[src/rtl/clock_synth_defines.vh]
/*
  Constants of the clock synthesizer configuration block: register indices,
  field positions inside the configuration bytes, decode values and reset
  defaults of the four profiles.
  Assumes inclusion by bare name from files under rtl/.
*/
`ifndef CLOCK_SYNTH_DEFINES_VH
`define CLOCK_SYNTH_DEFINES_VH

// ----------------------------------------------------------------------------
// Register indices (profile n adds n to the group base)
// ----------------------------------------------------------------------------
`define REG_FB_BASE        5'h00
`define REG_OD_BASE        5'h04
`define REG_CTL_BASE       5'h08
`define REG_STYLE_BASE     5'h0c
`define REG_OE_BASE        5'h10
`define REG_LAST           5'h17
`define REG_OE_LAST        5'h13
`define STORE_DEPTH        24

// ----------------------------------------------------------------------------
// Control byte fields
// ----------------------------------------------------------------------------
`define CTL_SKIP_BIT       6
`define CTL_PS_HI          5
`define CTL_PS_LO          4
`define CTL_IDIV_HI        3
`define CTL_IDIV_LO        2
`define CTL_CP_HI          1
`define CTL_CP_LO          0

// Output bits Q0..Q3 sit at D1, D2, D5, D6 of the style and enable bytes
`define OUT_Q0_BIT         1
`define OUT_Q1_BIT         2
`define OUT_Q2_BIT         5
`define OUT_Q3_BIT         6

// ----------------------------------------------------------------------------
// Decode values
// ----------------------------------------------------------------------------
`define IDIV_CODE_1        2'h0
`define IDIV_CODE_2        2'h1
`define IDIV_CODE_4        2'h2
`define IDIV_VAL_1         3'h1
`define IDIV_VAL_2         3'h2
`define IDIV_VAL_4         3'h4
`define IDIV_VAL_5         3'h5
`define PS_CODE_X1         2'h0
`define PS_MODE_X1         2'h0
`define PS_MODE_HALF       2'h1
`define PS_MODE_X2         2'h2
`define OD_DIRECT_MAX      7'h05

// ----------------------------------------------------------------------------
// Factory defaults (one byte per register group, the same for profiles 0..3)
// ----------------------------------------------------------------------------
`define DEF_FB             8'h14
`define DEF_OD             7'h04
`define DEF_CTL            7'h21
`define DEF_STYLE          8'h66
`define DEF_OE             8'h66

// ----------------------------------------------------------------------------
// Reset values of the registered controls and the read return
// ----------------------------------------------------------------------------
`define RST_FLAG           1'b0
`define RST_BYTE           8'h00
`define RST_FB             9'h000
`define RST_CP             2'h0
`define RST_OD             7'h00
`define RST_OUT_BITS       4'h0
`define RST_PROFILE        2'h0

`endif

[src/rtl/clock_synth_config_decode.v]
/*
  Configuration fields of a four-output clock synthesizer and their decode
  into PLL, divider and output buffer controls.
  Assumes a byte-wide register port fed by a serial slave on the same clock;
  the profile select pins are asynchronous and are synchronised here.
*/
`timescale 1ns/1ps
`include "clock_synth_defines.vh"

// Overview of operation
// Input divider code maps to 1,2,4,5
// Prescaler 00 x1, 01 x0.5, 1x x2
// Feedback field holds divider bits 8..1
// Host keeps feedback divider within 16..250
// Output codes 2..5 decode directly
// Larger output codes ignore LSB, even
// Host matches charge-pump code to divider
// Skip bit set routes prescaler around PLL
// Skip bit clear feeds prescaler into PLL
// Per-output enable, 0 high impedance
// Per-output style, 1 differential low-voltage
// Four profiles load defaults at power-up
// Host should prefer prescaler times two
// Charge-pump code sets loop bandwidth
// Select pins or writes change frequency
// Four frequencies, input divider in clock mode
// Selected profile drives outputs, tracks changes
module clock_synth_config_decode (
  // Clock and reset
  input  wire        clock_in,
  input  wire        rst_in,
  // Profile select pins
  input  wire [1:0]  profile_select_in,
  // Register port
  input  wire        reg_wr_in,
  input  wire        reg_rd_in,
  input  wire [4:0]  reg_addr_in,
  input  wire [7:0]  reg_wdata_in,
  output reg  [7:0]  reg_rdata_out,
  output reg         reg_rvalid_out,
  // PLL controls
  output reg  [2:0]  input_divider_out,
  output reg  [1:0]  prescaler_mode_out,
  output reg  [8:0]  feedback_divider_out,
  output reg  [1:0]  loop_bandwidth_out,
  output reg         pll_skip_out,
  output reg         pll_feed_out,
  // Output divider, buffers and active profile
  output reg  [6:0]  output_divider_out,
  output reg  [3:0]  output_drive_on_out,
  output reg  [3:0]  output_style_sel_out,
  output reg  [1:0]  active_profile_out
);

  // --------------------------------------------------------------------------
  // Profile select synchroniser
  // --------------------------------------------------------------------------
  reg  [1:0]   sel_meta_r;
  reg  [1:0]   sel_sync_r;

  always @(posedge clock_in)
  begin
    if (rst_in)
    begin
      sel_meta_r <= `RST_PROFILE;
      sel_sync_r <= `RST_PROFILE;
    end
    else
    begin
      // Only the second stage feeds logic; the first may be metastable
      sel_meta_r <= profile_select_in;
      sel_sync_r <= sel_meta_r;
    end
  end

  // --------------------------------------------------------------------------
  // Profile store
  // --------------------------------------------------------------------------
  wire [7:0]   store_rdata;
  wire [191:0] image;
  reg          rd_pend_r;

  profile_store #(
    .DEPTH       (`STORE_DEPTH)
  ) u_store (
    .clock_in    (clock_in),
    .rst_in      (rst_in),
    .wr_en_in    (reg_wr_in),
    .wr_addr_in  (reg_addr_in),
    .wr_data_in  (reg_wdata_in),
    .rd_addr_in  (reg_addr_in),
    .rd_data_out (store_rdata),
    .image_out   (image)
  );

  // --------------------------------------------------------------------------
  // Read return: store data registered once more, valid two edges on
  // --------------------------------------------------------------------------
  always @(posedge clock_in)
  begin
    if (rst_in)
    begin
      rd_pend_r      <= `RST_FLAG;
      reg_rdata_out  <= `RST_BYTE;
      reg_rvalid_out <= `RST_FLAG;
    end
    else
    begin
      rd_pend_r      <= reg_rd_in;
      reg_rvalid_out <= rd_pend_r;
      if (rd_pend_r)
        reg_rdata_out <= store_rdata;
    end
  end

  // --------------------------------------------------------------------------
  // Field pick for the selected profile
  // --------------------------------------------------------------------------
  // Picked straight from the store image, so a write reaches the controls next edge
  wire [4:0] fb_idx    = `REG_FB_BASE + {3'h0, sel_sync_r};
  wire [4:0] od_idx    = `REG_OD_BASE + {3'h0, sel_sync_r};
  wire [4:0] ctl_idx   = `REG_CTL_BASE + {3'h0, sel_sync_r};
  wire [4:0] style_idx = `REG_STYLE_BASE + {3'h0, sel_sync_r};
  wire [4:0] oe_idx    = `REG_OE_BASE + {3'h0, sel_sync_r};

  wire [7:0] fb_byte    = image[{fb_idx, 3'h0} +: 8];
  wire [7:0] od_byte    = image[{od_idx, 3'h0} +: 8];
  wire [7:0] ctl_byte   = image[{ctl_idx, 3'h0} +: 8];
  wire [7:0] style_byte = image[{style_idx, 3'h0} +: 8];
  wire [7:0] oe_byte    = image[{oe_idx, 3'h0} +: 8];

  wire [1:0] idiv_code = ctl_byte[`CTL_IDIV_HI:`CTL_IDIV_LO];
  wire [1:0] ps_code   = ctl_byte[`CTL_PS_HI:`CTL_PS_LO];
  wire       skip      = ctl_byte[`CTL_SKIP_BIT];

  // --------------------------------------------------------------------------
  // Decode
  // --------------------------------------------------------------------------
  reg  [2:0] idiv_nxt;
  reg  [1:0] ps_nxt;
  reg  [6:0] od_nxt;

  always @*
  begin
    case (idiv_code)
      `IDIV_CODE_1: idiv_nxt = `IDIV_VAL_1;
      `IDIV_CODE_2: idiv_nxt = `IDIV_VAL_2;
      `IDIV_CODE_4: idiv_nxt = `IDIV_VAL_4;
      default:      idiv_nxt = `IDIV_VAL_5;
    endcase
    if (ps_code[1])
      ps_nxt = `PS_MODE_X2;
    else if (ps_code == `PS_CODE_X1)
      ps_nxt = `PS_MODE_X1;
    else
      ps_nxt = `PS_MODE_HALF;
    if (od_byte[6:0] <= `OD_DIRECT_MAX)
      od_nxt = od_byte[6:0];
    else
      od_nxt = {od_byte[6:1], 1'b0};
  end

  // --------------------------------------------------------------------------
  // Control pick and output bit gather
  // --------------------------------------------------------------------------
  reg  [8:0] fb_nxt;
  reg  [1:0] cp_nxt;
  reg        skip_nxt;
  reg        feed_nxt;
  reg  [3:0] oe_nxt;
  reg  [3:0] style_nxt;

  always @*
  begin
    // The field holds bits 8..1, so bit 0 of the divider is always clear
    fb_nxt    = {fb_byte, 1'b0};
    cp_nxt    = ctl_byte[`CTL_CP_HI:`CTL_CP_LO];
    // Exactly one of the two paths reaches the output divider
    skip_nxt  = skip;
    feed_nxt  = ~skip;
    // Output bits sit scattered in their bytes; gather them as Q3..Q0
    oe_nxt    = {oe_byte[`OUT_Q3_BIT], oe_byte[`OUT_Q2_BIT],
                 oe_byte[`OUT_Q1_BIT], oe_byte[`OUT_Q0_BIT]};
    style_nxt = {style_byte[`OUT_Q3_BIT], style_byte[`OUT_Q2_BIT],
                 style_byte[`OUT_Q1_BIT], style_byte[`OUT_Q0_BIT]};
  end

  // --------------------------------------------------------------------------
  // Registered controls
  // --------------------------------------------------------------------------
  always @(posedge clock_in)
  begin
    if (rst_in)
    begin
      input_divider_out    <= `IDIV_VAL_1;
      prescaler_mode_out   <= `PS_MODE_X1;
      feedback_divider_out <= `RST_FB;
      loop_bandwidth_out   <= `RST_CP;
      pll_skip_out         <= `RST_FLAG;
      pll_feed_out         <= `RST_FLAG;
      output_divider_out   <= `RST_OD;
      output_drive_on_out  <= `RST_OUT_BITS;
      output_style_sel_out <= `RST_OUT_BITS;
      active_profile_out   <= `RST_PROFILE;
    end
    else
    begin
      // Input divider applies only when the reference is a clock input
      input_divider_out    <= idiv_nxt;
      prescaler_mode_out   <= ps_nxt;
      feedback_divider_out <= fb_nxt;
      loop_bandwidth_out   <= cp_nxt;
      pll_skip_out         <= skip_nxt;
      pll_feed_out         <= feed_nxt;
      output_divider_out   <= od_nxt;
      output_drive_on_out  <= oe_nxt;
      output_style_sel_out <= style_nxt;
      active_profile_out   <= sel_sync_r;
    end
  end

endmodule // clock_synth_config_decode

[src/rtl/profile_store.v]
/*
  Register file of the four configuration profiles, 24 bytes deep.
  One write port and one read port; read data come out of a register.
  Assumes a single clock and a synchronous active-high reset that loads
  the factory defaults.
*/
`timescale 1ns/1ps
`include "clock_synth_defines.vh"

module profile_store #(
  parameter DEPTH = 24
) (
  // Clock and reset
  input  wire        clock_in,
  input  wire        rst_in,
  // Write port
  input  wire        wr_en_in,
  input  wire [4:0]  wr_addr_in,
  input  wire [7:0]  wr_data_in,
  // Read port
  input  wire [4:0]  rd_addr_in,
  output reg  [7:0]  rd_data_out,
  // Whole store, flat, byte i at [8*i+7:8*i]
  output wire [191:0] image_out
);

  reg [7:0] mem_r [0:DEPTH-1];
  integer   i;

  // --------------------------------------------------------------------------
  // Default image per byte
  // --------------------------------------------------------------------------
  function [7:0] default_byte;
    input [4:0] a;
    begin
      if (a < `REG_OD_BASE)
        default_byte = `DEF_FB;
      else if (a < `REG_CTL_BASE)
        default_byte = {1'b0, `DEF_OD};
      else if (a < `REG_STYLE_BASE)
        default_byte = {1'b0, `DEF_CTL};
      else if (a < `REG_OE_BASE)
        default_byte = `DEF_STYLE;
      else if (a <= `REG_OE_LAST)
        default_byte = `DEF_OE;
      else
        default_byte = 8'h00;
    end
  endfunction

  always @(posedge clock_in)
  begin
    if (rst_in)
    begin
      for (i = 0; i < DEPTH; i = i + 1)
        mem_r[i] <= default_byte(i[4:0]);
      rd_data_out <= `RST_BYTE;
    end
    else
    begin
      if (wr_en_in && (wr_addr_in < DEPTH))
        mem_r[wr_addr_in] <= wr_data_in;
      rd_data_out <= (rd_addr_in < DEPTH) ? mem_r[rd_addr_in] : 8'h00;
    end
  end

  genvar g;
  generate
    for (g = 0; g < DEPTH; g = g + 1)
    begin : flat
      assign image_out[8*g+7:8*g] = mem_r[g];
    end
  endgenerate

endmodule // profile_store
[config.mk]
export PLATFORM = sky130hd
export DESIGN_NAME = clock_synth_config_decode
export DESIGN_NICKNAME = d
export VERILOG_FILES = /design/src/rtl/clock_synth_config_decode.v /design/src/rtl/profile_store.v
export VERILOG_INCLUDE_DIRS = /design/src /design/src/rtl
export SDC_FILE = /design/constraint.sdc
export NUM_CORES = 1
export LEC_CHECK = 0
export BUFFER_PORTS_ARGS = -buffer_cell sky130_fd_sc_hd__buf_2
export CORE_ASPECT_RATIO = 0.75
export CORE_MARGIN = 3
export CORE_UTILIZATION = 55
export DETAILED_ROUTE_END_ITERATION = 16
export PLACE_DENSITY_LB_ADDON = 0.2
export SYNTH_ARGS = -nofsm -noshare
export SYNTH_HDL_FRONTEND = slang
export SYNTH_SLANG_ARGS = --single-unit
[constraint.sdc]
create_clock -name clock_in -period 4.8 [get_ports clock_in]
set_clock_uncertainty 0.05 [all_clocks]
set_input_delay 0.24 -clock clock_in [delete_from_list [all_inputs] [get_ports clock_in]]
set_output_delay 0.24 -clock clock_in [all_outputs]
set_load 0.05 [all_outputs]
==> qor.yml, run 1 <==
viasPerCell: 6.28
chipHeight_um: 131
yosysMostFrequentCell: "edfxtp_1"
post_cts_buffers: 0
ys_async_sr_fraction_pct: 0
n_fill_cell: 1413
numCtsBuffers: 24
netlist_top_cells_area: "edfxtp_1 (51%), mux4_2 (15%), dfxtp_1 (9.8%)"
dieArea_um2: 22500
drive_gt1_share_pct: 28.7
fin_total_pwr_mw: 4.81
via_count: 6571
yosys.area_share.simple_pct: 18.5
drt_wl_total_um: 27500
n_antenna_cell: 0
required_ns: 4.96
yosysUniqueCellTypes: 42
finalNonFillerCells: 1047
cts_hold_buf: 3
synthMuxAreaShare_pct: 16.1
ys_ff_latch: 248
timing.final.ws_setup_ns: 2.20
status: "finished clean"
drc: 0
yosys.area.top_type_share_pct: 50.6
cts-root-buf: "clkbuf_16"
pwr-share-comb_pct: 9.7
place.gp.congestion: 0.902
p_leak_nw: 4.39
drt_iter0_drc: 675
hold_viol: 0
synth_top_area_cell: "edfxtp_1"
worst_pin_slew_ns: 1.03
cts.clk_slew.worst_paths_ns: 0.06
power_density_nw_per_um2: 382
hold_start: "rst_in"
reg2reg_depth: 4
synth-main-ff-cell: "edfxtp_1"
grt_pass1_vias: 6507
synth_edf_count: 192
detailed_place_hpwl_um: 18100
slew_headroom_pct: 31.2
die_w_um: 172
seqPwrFrac_pct: 51.9
crit_family: "simple AND/OR/NAND/NOR gates"
grt_antenna_before_repair: 0
setup_viol: 0
yosys_warnings: 0
dp_slack_ns: 1.64
synthesis.nets: 761
clkPwrFrac_pct: 38.5
rsz0062_at_grt: "false"
grt_pass1_wl_um: 40900
nets: 798
cp_data_arrival_time_ns: 2.76
fin_tns_setup_ns: 0
cp-startpoint: "reg_addr_in[0]"
cts_tree: "yes"
power.share.switching_pct: 23.8
peakVddDrop_uv: 240
fin_crit_ns: 2.60
wire_per_inst_um: 26.3
period_share_pct: 54.2
area_growth_syn_to_layout_pct: 10.5
cts_max_level: 1
placed_cells: 1000
holdCritPathClass: "in -> reg"
synth_fa_ha_area_share_pct: 0.330
crit_path_start_kind: "primary input"
clk-insertion-delay-late_ns: 0.52
cts_resized: 0
syn_area_per_cell_um2: 15.4
p_int_mw: 3.66
synth_top_family_by_area: "simple AND/OR/NAND/NOR gates"
worstPathMaxFanout: 53
timing.fmax_ghz: 0.384
finalMaxSlewViolations: 0
clock_sinks: 248
critPathKind: "in -> reg"
netlist_instances: 739
grt.total_usage_pct: 25.0
synth_common_cells: "edfxtp_1 (192), and2_1 (135), mux4_2 (78)"
holdPathStages: 2
coreArea_um2: 19800
core.rowCount: 44
grt_start_max_net_pins: 63
cp_slowest_cell: "buf_4"
cap_viol_max_count: 0
syn_area_um2: 11400
ant_nets: 0
crit_buf_inv: 1
seq_area_frac_synth_pct: 60.5
synth_compound_area_share_pct: 2.18
crit_cells: 4
p_sw_mw: 1.15
drt_pass1_iterations: 5
clk_path_buf_depth: 3
r2r_start: "sel_sync_r[0]$_SDFF_PP0_"
synth_xor_area_share_pct: 0
cp_cell_sequence: "buf_4 > nand4bb_1 > nor4_2 > or2_2"
overflow: 0
critPathMaxStageDelay_ns: 0.76
io_buffers: 61
cp-end-kind: "flip-flop"
io_pins: 63
start_util_pct: 57.5
through the flow:
stage	hold slack [ns]	util, %	area, um^2
2_1_floorplan	0.318	-	11400
3_3_place_gp	0.396	59.5	11800
3_5_place_dp	0.381	59.5	11800
4_1_cts	0.0651	63.5	12600
5_1_grt	0.0979	63.5	12600
6_report	0.0752	63.5	12600
cells in the final DEF (no fill, tap or decap), types with 2 or more instances in the layout:
cell | Yosys | final
nor4_2 | 2 | 2
dfxtp_1 | 56 | 55
buf_4 | 4 | 5
dlygate4sd3_1 | 0 | 3
nor2b_1 | 35 | 35
nor2_1 | 13 | 13
nand3b_1 | 2 | 2
and3_1 | 7 | 7
clkbuf_2 | 0 | 2
mux2i_1 | 8 | 8
nor3b_2 | 3 | 3
ha_1 | 3 | 3
clkinv_1 | 0 | 4
nor3_4 | 8 | 8
mux4_2 | 78 | 78
clkbuf_8 | 0 | 3
nand2b_1 | 47 | 47
a22oi_1 | 24 | 24
clkbuf_1 | 32 | 5
and3b_1 | 2 | 2
clkinv_2 | 0 | 2
a31oi_1 | 8 | 8
edfxtp_1 | 192 | 192
buf_2 | 14 | 60
and2_1 | 135 | 135
clkbuf_16 | 0 | 25
or2_2 | 19 | 19
or2_1 | 5 | 5
nand2_1 | 2 | 2
nor3_2 | 10 | 10
or3b_1 | 2 | 2
inv_1 | 2 | 2
or3_1 | 6 | 6
worst register-to-register path, cell delays in order, from the launching register on:
cell and delay (ns):
dfxtp_2 0.62, buf_4 0.50, mux4_2 0.60, nor4_1 0.27, and4b_1 0.23
path summary, 6_finish.rpt:
path | end | slack (ns)
max | u_store.mem_r[1][2]$_SDFFCE_PN1P_ | 2.20
min reg2reg | sel_sync_r[0]$_SDFF_PP0_ | 0.40
max reg2reg | output_divider_out[0]$_SDFF_PP0_ | 2.48
min | output_style_sel_out[0]$_SDFF_PP0_ | 0.08
layout make-up:
type                            count  area (um^2)  share of cell area, %
Clock inverter                      9         78.8                  0.626
Sequential cell                   248         6890                   54.7
Timing Repair Buffer               68          368                   2.92
Clock buffer                       35          696                   5.53
Tap cell                          253          317                   2.51
Multi-Input combinational cell    432         4230                   33.6
Inverter                            2         7.51                 0.0596
kinds of logic after synthesis:
logic type               Yosys count
AND/OR/NAND/NOR                  308
adder cells (fa/ha/maj)            3
multiplexers                      86
other                              1
buffers and inverters             59
AO/OA/AOI/OAI                     34
flip-flops                       248
flip-flops by register name, indices dropped and copies added (netlist names):
| name | count |
|---|---|
| reg_rvalid_out | 1 |
| active_profile_out | 2 |
| prescaler_mode_out | 2 |
| output_style_sel_out | 4 |
| sel_meta_r | 2 |
| input_divider_out | 3 |
| u_store.mem_r | 192 |
| feedback_divider_out | 8 |
| loop_bandwidth_out | 2 |
| output_drive_on_out | 4 |
| u_store.rd_data_out | 8 |
| output_divider_out | 7 |
| sel_sync_r | 2 |
| pll_skip_out | 1 |
| pll_feed_out | 1 |
| reg_rdata_out | 8 |
| rd_pend_r | 1 |
power groups by stage:
| stage | clock [mW] | sequential (mW) | combinational (mW) |
|---|---|---|---|
| after CTS | 1.87 | 2.49 | 0.461 |
| after global routing | 1.95 | 2.50 | 0.487 |
| after detailed placement | 0 | 2.54 | 0.457 |
| after global placement | 0 | 2.53 | 0.451 |
| after floorplan | 0 | 2.58 | 0.263 |
| final | 1.85 | 2.49 | 0.464 |
per-layer routing:
metal | global-route usage [%] | routed length, um | vias to the layer above
li1 | - | - | 2839
met1 | 37.2 | 11700 | 3283
met2 | 36.9 | 12000 | 376
met3 | 6.41 | 2930 | 73
met5 | 0.217 | 0 | -
met4 | 7.79 | 944 | 0
Note: power is estimated with default switching activity, not from simulation.
==> inputs of run 2 (changes only) <==
Clock period 4.8 ns to 2.65 ns, I/O delays scaled along.
==> run 2 against run 1 <==
Effect of this change: cell area grew 2.1%; register-to-register slack lost 1.8 ns; combinational power rose by 84%; core utilization is 1.3 points higher; critical endpoint is now u_store.mem_r[2][6]$_SDFFCE_PN0P_; highest routed layer unchanged.
==> qor.yml, run 2 (synthesis gave the netlist of run 1 again) <==
final_area_um2: 12900  # +2.1%
cts_tree: "yes"
required_ns: 2.79  # -2.17 ns
hold_viol: 0  # unchanged
coreArea_um2: 19800  # unchanged
cts_resized: 0  # unchanged
peakVddDrop_uv: 461  # +92%
largest-register: "u_store.mem_r"
drt_wl_total_um: 27200  # -1.1%
viasPerCell: 6.20  # -1.2%
grt.total_usage_pct: 24.8  # -0.25 points
timing.fmax_ghz: 0.468
fin_tns_setup_ns: 0  # unchanged
drive_gt1_share_pct: 31.1  # +2.4 points
power_density_nw_per_um2: 690  # +81%
finalMaxSlewViolations: 0  # unchanged
reg2reg_depth: 4  # unchanged
cp_data_arrival_time_ns: 2.27  # -0.49 ns
r2r_start: "sel_sync_r[0]$_SDFF_PP0_"
final_cell_mix: "edfxtp_1 (192), and2_1 (135), mux4_2 (78)"
worstPathMaxFanout: 13  # -75%
largest_reg_flops: 192  # unchanged
io_buffers: 61  # unchanged
critPathKind: "in -> reg"
post_cts_buffers: 0  # unchanged
worst_pin_slew_ns: 0.710  # -0.323 ns
r2r_end: "output_divider_out[0]$_SDFF_PP0_"
grt_pass1_wl_um: 40600  # -0.76%
io_pins: 63  # unchanged
n_fill_cell: 1390  # -1.6%
placed_cells: 1027  # +2.7%
n_antenna_cell: 0  # unchanged
setup_viol: 0  # unchanged
detailed_place_hpwl_um: 18100  # about the same
cap_viol_max_count: 0  # unchanged
finalNonFillerCells: 1075  # +2.7%
numCtsBuffers: 24  # unchanged
holdPathStages: 3  # +1
postPlaceCellArea_um2: 12000  # +1.8%
wire_per_inst_um: 25.3  # -3.7%
start_util_pct: 57.5  # unchanged
p_leak_nw: 4.56  # +3.9%
cp-end-kind: "flip-flop"
rsz0062_at_grt: "false"
cts_hold_buf: 4  # +1
min_delay_worst_endpoint: "u_store.mem_r[11][0]$_SDFFCE_PN1P_"
nets: 826  # +3.5%
crit_path_start_kind: "primary input"
ant_nets: 0  # unchanged
drc: 0  # unchanged
layout_commonest_cell: "edfxtp_1"
dp_slack_ns: 0.343  # -1.30 ns
grt_antenna_before_repair: 0  # unchanged
place.gp.congestion: 0.880  # -2.5%
slew_headroom_pct: 52.7  # +22 points
dieArea_um2: 22500  # unchanged
grt_start_max_net_pins: 67  # +6.3%
chipHeight_um: 131  # unchanged
drt_pass1_iterations: 5  # unchanged
holdCritPathClass: "in -> reg"
period_share_pct: 80.5
r2r_setup_slack_ns: 0.67  # -1.81 ns
fin_crit_ns: 2.13
cts_max_level: 1  # unchanged
drt_iter0_drc: 751  # +11%
cts.clk_slew.worst_paths_ns: 0.06  # about the same
die_w_um: 172  # unchanged
grt_pass1_vias: 6537  # +0.46%
core.rowCount: 44  # unchanged
clock_sinks: 248  # unchanged
via_count: 6664  # +1.4%
clk_path_buf_depth: 3  # unchanged
hold_start: "reg_wr_in"
cts-root-buf: "clkbuf_16"
overflow: 0  # unchanged
fin_total_pwr_mw: 8.87  # +84%
area_growth_syn_to_layout_pct: 12.9
clk-insertion-delay-late_ns: 0.52  # about the same
status: "finished clean"
timing.final.ws_setup_ns: 0.515  # -1.68 ns
## run 2: how the worst max path moves through the flow
stage | start | end | slack [ns] | cells after the start
final | rst_in | u_store.mem_r[2][6]$_SDFFCE_PN0P_ | 0.52 | 5
after global placement | reg_addr_in[2] | u_store.mem_r[7][2]$_SDFFCE_PN1P_ | 0.37 | 4
after CTS | rst_in | u_store.mem_r[2][6]$_SDFFCE_PN0P_ | 0.54 | 5
after detailed placement | reg_addr_in[0] | u_store.mem_r[7][2]$_SDFFCE_PN1P_ | 0.34 | 5
after floorplan | sel_sync_r[0]$_SDFF_PP0_ | input_divider_out[0]$_SDFF_PP1_ | 0.53 | 7
after global routing | rst_in | u_store.mem_r[6][3]$_SDFFCE_PN0P_ | 0.44 | 5
## run 2: per-stage QoR
step           hold slack [ns]  util, %
4_1_cts                  0.108     64.9
5_1_grt                  0.142     64.9
2_1_floorplan            0.211        -
3_3_place_gp             0.298     60.5
6_report                 0.123     64.9
3_5_place_dp             0.297     60.5
## run 2: power by group
part	switching (mW)	internal, mW	leakage, nW
combinational	0.533	0.319	1.85
sequential	0.103	4.40	2.32
clock	1.42	2.10	0.397
total	2.05	6.81	4.56
## run 2: cell type report
cell class	instances	area, um^2	area share (%)
Clock inverter	5	77.6	0.603
Inverter	2	7.51	0.0584
Multi-Input combinational cell	432	4230	32.9
Clock buffer	39	738	5.74
Timing Repair Buffer	96	593	4.61
Sequential cell	248	6890	53.6
Tap cell	253	317	2.46
## run 2: critical path: stages
cell	delay (ns)
dlygate4sd3_1	0.53
buf_2	0.22
or3b_1	0.58
and4bb_2	0.48
or2_1	0.32
## run 2: routing by layer
| metal | vias up | routed length, um | track usage, % |
|---|---|---|---|
| li1 | 2888 | - | - |
| met1 | 3430 | 11800 | 37.5 |
| met5 | - | 0 | 0 |
| met3 | 34 | 2790 | 6.71 |
| met2 | 312 | 12100 | 36.9 |
| met4 | 0 | 446 | 5.02 |
==> inputs of run 3 (changes only) <==
Clock period 2.65 ns to 2.2 ns, I/O delays scaled along.
==> run 3 against run 2 <==
Effect of this change: register-to-register slack got worse by 0.33 ns; highest routed layer is now met5; core utilization rose by 0.49 points; first-iteration DRC count fell by 16%; wire length rose by 0.19%; via count barely moved; largest power group unchanged; total power rose by 23%; critical endpoint is now output_divider_out[0]$_SDFF_PP0_.
==> qor.yml, run 3 (synthesis gave the netlist of run 1 again) <==
cts_tree: "yes"
fin_tns_setup_ns: 0  # unchanged
power_density_nw_per_um2: 842  # +22%
coreArea_um2: 19800  # unchanged
finalMaxSlewViolations: 0  # unchanged
nets: 832  # +0.73%
io_pins: 63  # unchanged
final_util_pct: 65.3  # +0.49 points
grt_pass1_vias: 6618  # +1.2%
largest_reg_flops: 192  # unchanged
viasPerCell: 6.16  # -0.63%
final_cell_mix: "edfxtp_1 (192), and2_1 (135), mux4_2 (78)"
die_w_um: 172  # unchanged
cts.clk_slew.worst_paths_ns: 0.06  # about the same
r2r_setup_slack_ns: 0.34  # -0.33 ns
reg2reg_depth: 4  # unchanged
peakVddDrop_uv: 612  # +33%
drive_gt1_share_pct: 31.7  # +0.58 points
cts-root-buf: "clkbuf_16"
clock_sinks: 248  # unchanged
cap_viol_max_count: 0  # unchanged
cp-end-kind: "flip-flop"
period_share_pct: 84.7
worstPathMaxFanout: 27  # +14
ant_nets: 0  # unchanged
grt_pass1_wl_um: 40600  # unchanged
n_antenna_cell: 0  # unchanged
numCtsBuffers: 25  # +4.2%
grt_start_max_net_pins: 42  # -37%
clk-insertion-delay-late_ns: 0.54  # +0.02 ns
hold_viol: 0  # unchanged
grt.total_usage_pct: 24.7  # -0.055 points
p_leak_nw: 4.62  # +1.2%
overflow: 0  # unchanged
finalNonFillerCells: 1082  # +0.65%
drt_pass1_iterations: 5  # unchanged
drt_wl_total_um: 27300  # +0.19%
timing.fmax_ghz: 0.536
drt_iter0_drc: 634  # -16%
via_count: 6665  # +0.015%
hold_start: "rst_in"
drc: 0  # unchanged
required_ns: 2.63  # -0.16 ns
whs_ns: 0.0514  # -0.0715 ns
layout_commonest_cell: "edfxtp_1"
fin_total_pwr_mw: 10.9  # +23%
r2r_start: "sel_sync_r[0]$_SDFF_PP0_"
status: "finished clean"
grt_antenna_before_repair: 1  # +1
place.gp.congestion: 0.865  # -1.6%
wire_per_inst_um: 25.2  # -0.46%
post_cts_buffers: 0  # unchanged
chipHeight_um: 131  # unchanged
detailed_place_hpwl_um: 18700  # +3.3%
largest-register: "u_store.mem_r"
holdPathStages: 3  # unchanged
fin_crit_ns: 1.86
area_growth_syn_to_layout_pct: 13.7
holdCritPathClass: "in -> reg"
dieArea_um2: 22500  # unchanged
core.rowCount: 44  # unchanged
clk_path_buf_depth: 3  # unchanged
slew_headroom_pct: 56.1  # +3.4 points
placed_cells: 1033  # +0.58%
critPathKind: "reg -> reg"
worst_pin_slew_ns: 0.655  # -0.0546 ns
cp_data_arrival_time_ns: 2.30  # +0.03 ns
start_util_pct: 57.5  # unchanged
r2r_end: "output_divider_out[0]$_SDFF_PP0_"
setup_viol: 0  # unchanged
min_delay_worst_endpoint: "output_style_sel_out[3]$_SDFF_PP0_"
cts_resized: 0  # unchanged
cts_max_level: 1  # unchanged
io_buffers: 61  # unchanged
rsz0062_at_grt: "false"
crit_path_start_kind: "flip-flop"
run 3: per-stage QoR:
stage	cell area [um^2]	setup WS, ns
finish	13000	0.336
global route	13000	0.240
CTS	13000	0.314
detailed placement	12100	0.234
global placement	12100	0.331
floorplan	11400	0.0817
run 3: per-layer routing:
layer  GRT usage [%]  vias up  wire (um)
met5               0        -         12
met2            36.3      343      12100
met4            8.31        2        924
met1            36.3     3358      11600
met3            6.98       66       2650
li1                -     2896          -
run 3: worst max-delay path by stage:
stage / slack, ns / depth (start not counted) / endpoint / from
2_1_floorplan: 0.08 / 7 / input_divider_out[0]$_SDFF_PP1_ / sel_sync_r[0]$_SDFF_PP0_
3_3_place_gp: 0.33 / 4 / u_store.mem_r[6][6]$_SDFFCE_PN0P_ / reg_addr_in[2]
3_5_place_dp: 0.23 / 4 / u_store.mem_r[6][6]$_SDFFCE_PN0P_ / reg_addr_in[2]
4_1_cts: 0.31 / 4 / output_divider_out[0]$_SDFF_PP0_ / sel_sync_r[0]$_SDFF_PP0_
5_1_grt: 0.24 / 4 / output_divider_out[0]$_SDFF_PP0_ / sel_sync_r[0]$_SDFF_PP0_
6_report: 0.34 / 4 / output_divider_out[0]$_SDFF_PP0_ / sel_sync_r[0]$_SDFF_PP0_
run 3: critical path, cell delays in order, from the launching register on:
cell     delay (ns)
dfxtp_2        0.43
buf_12         0.28
mux4_2         0.55
nor4_1         0.26
and4b_1        0.22
run 3: cell type report:
cell class | instances | area, um^2
clock buffers | 31 | 668
clock inverters | 15 | 184
fillers | 1366 | 6870
inverters | 2 | 7.51
multi-input cells | 432 | 4230
flip-flops and latches | 248 | 6890
well taps | 253 | 317
repair buffers | 101 | 653
run 3: timing repair:
action | in CTS | in global routing
setup endpoints to repair | 0 | 0
hold buffers | 3 | 0
hold endpoints to repair | 3 | 0
run 3: where the power goes:
| part | switching, mW | leakage (nW) | internal, mW |
|---|---|---|---|
| sequential | 0.128 | 2.32 | 5.30 |
| clock | 1.81 | 0.421 | 2.63 |
| combinational | 0.645 | 1.88 | 0.394 |
| total | 2.59 | 4.62 | 8.32 |
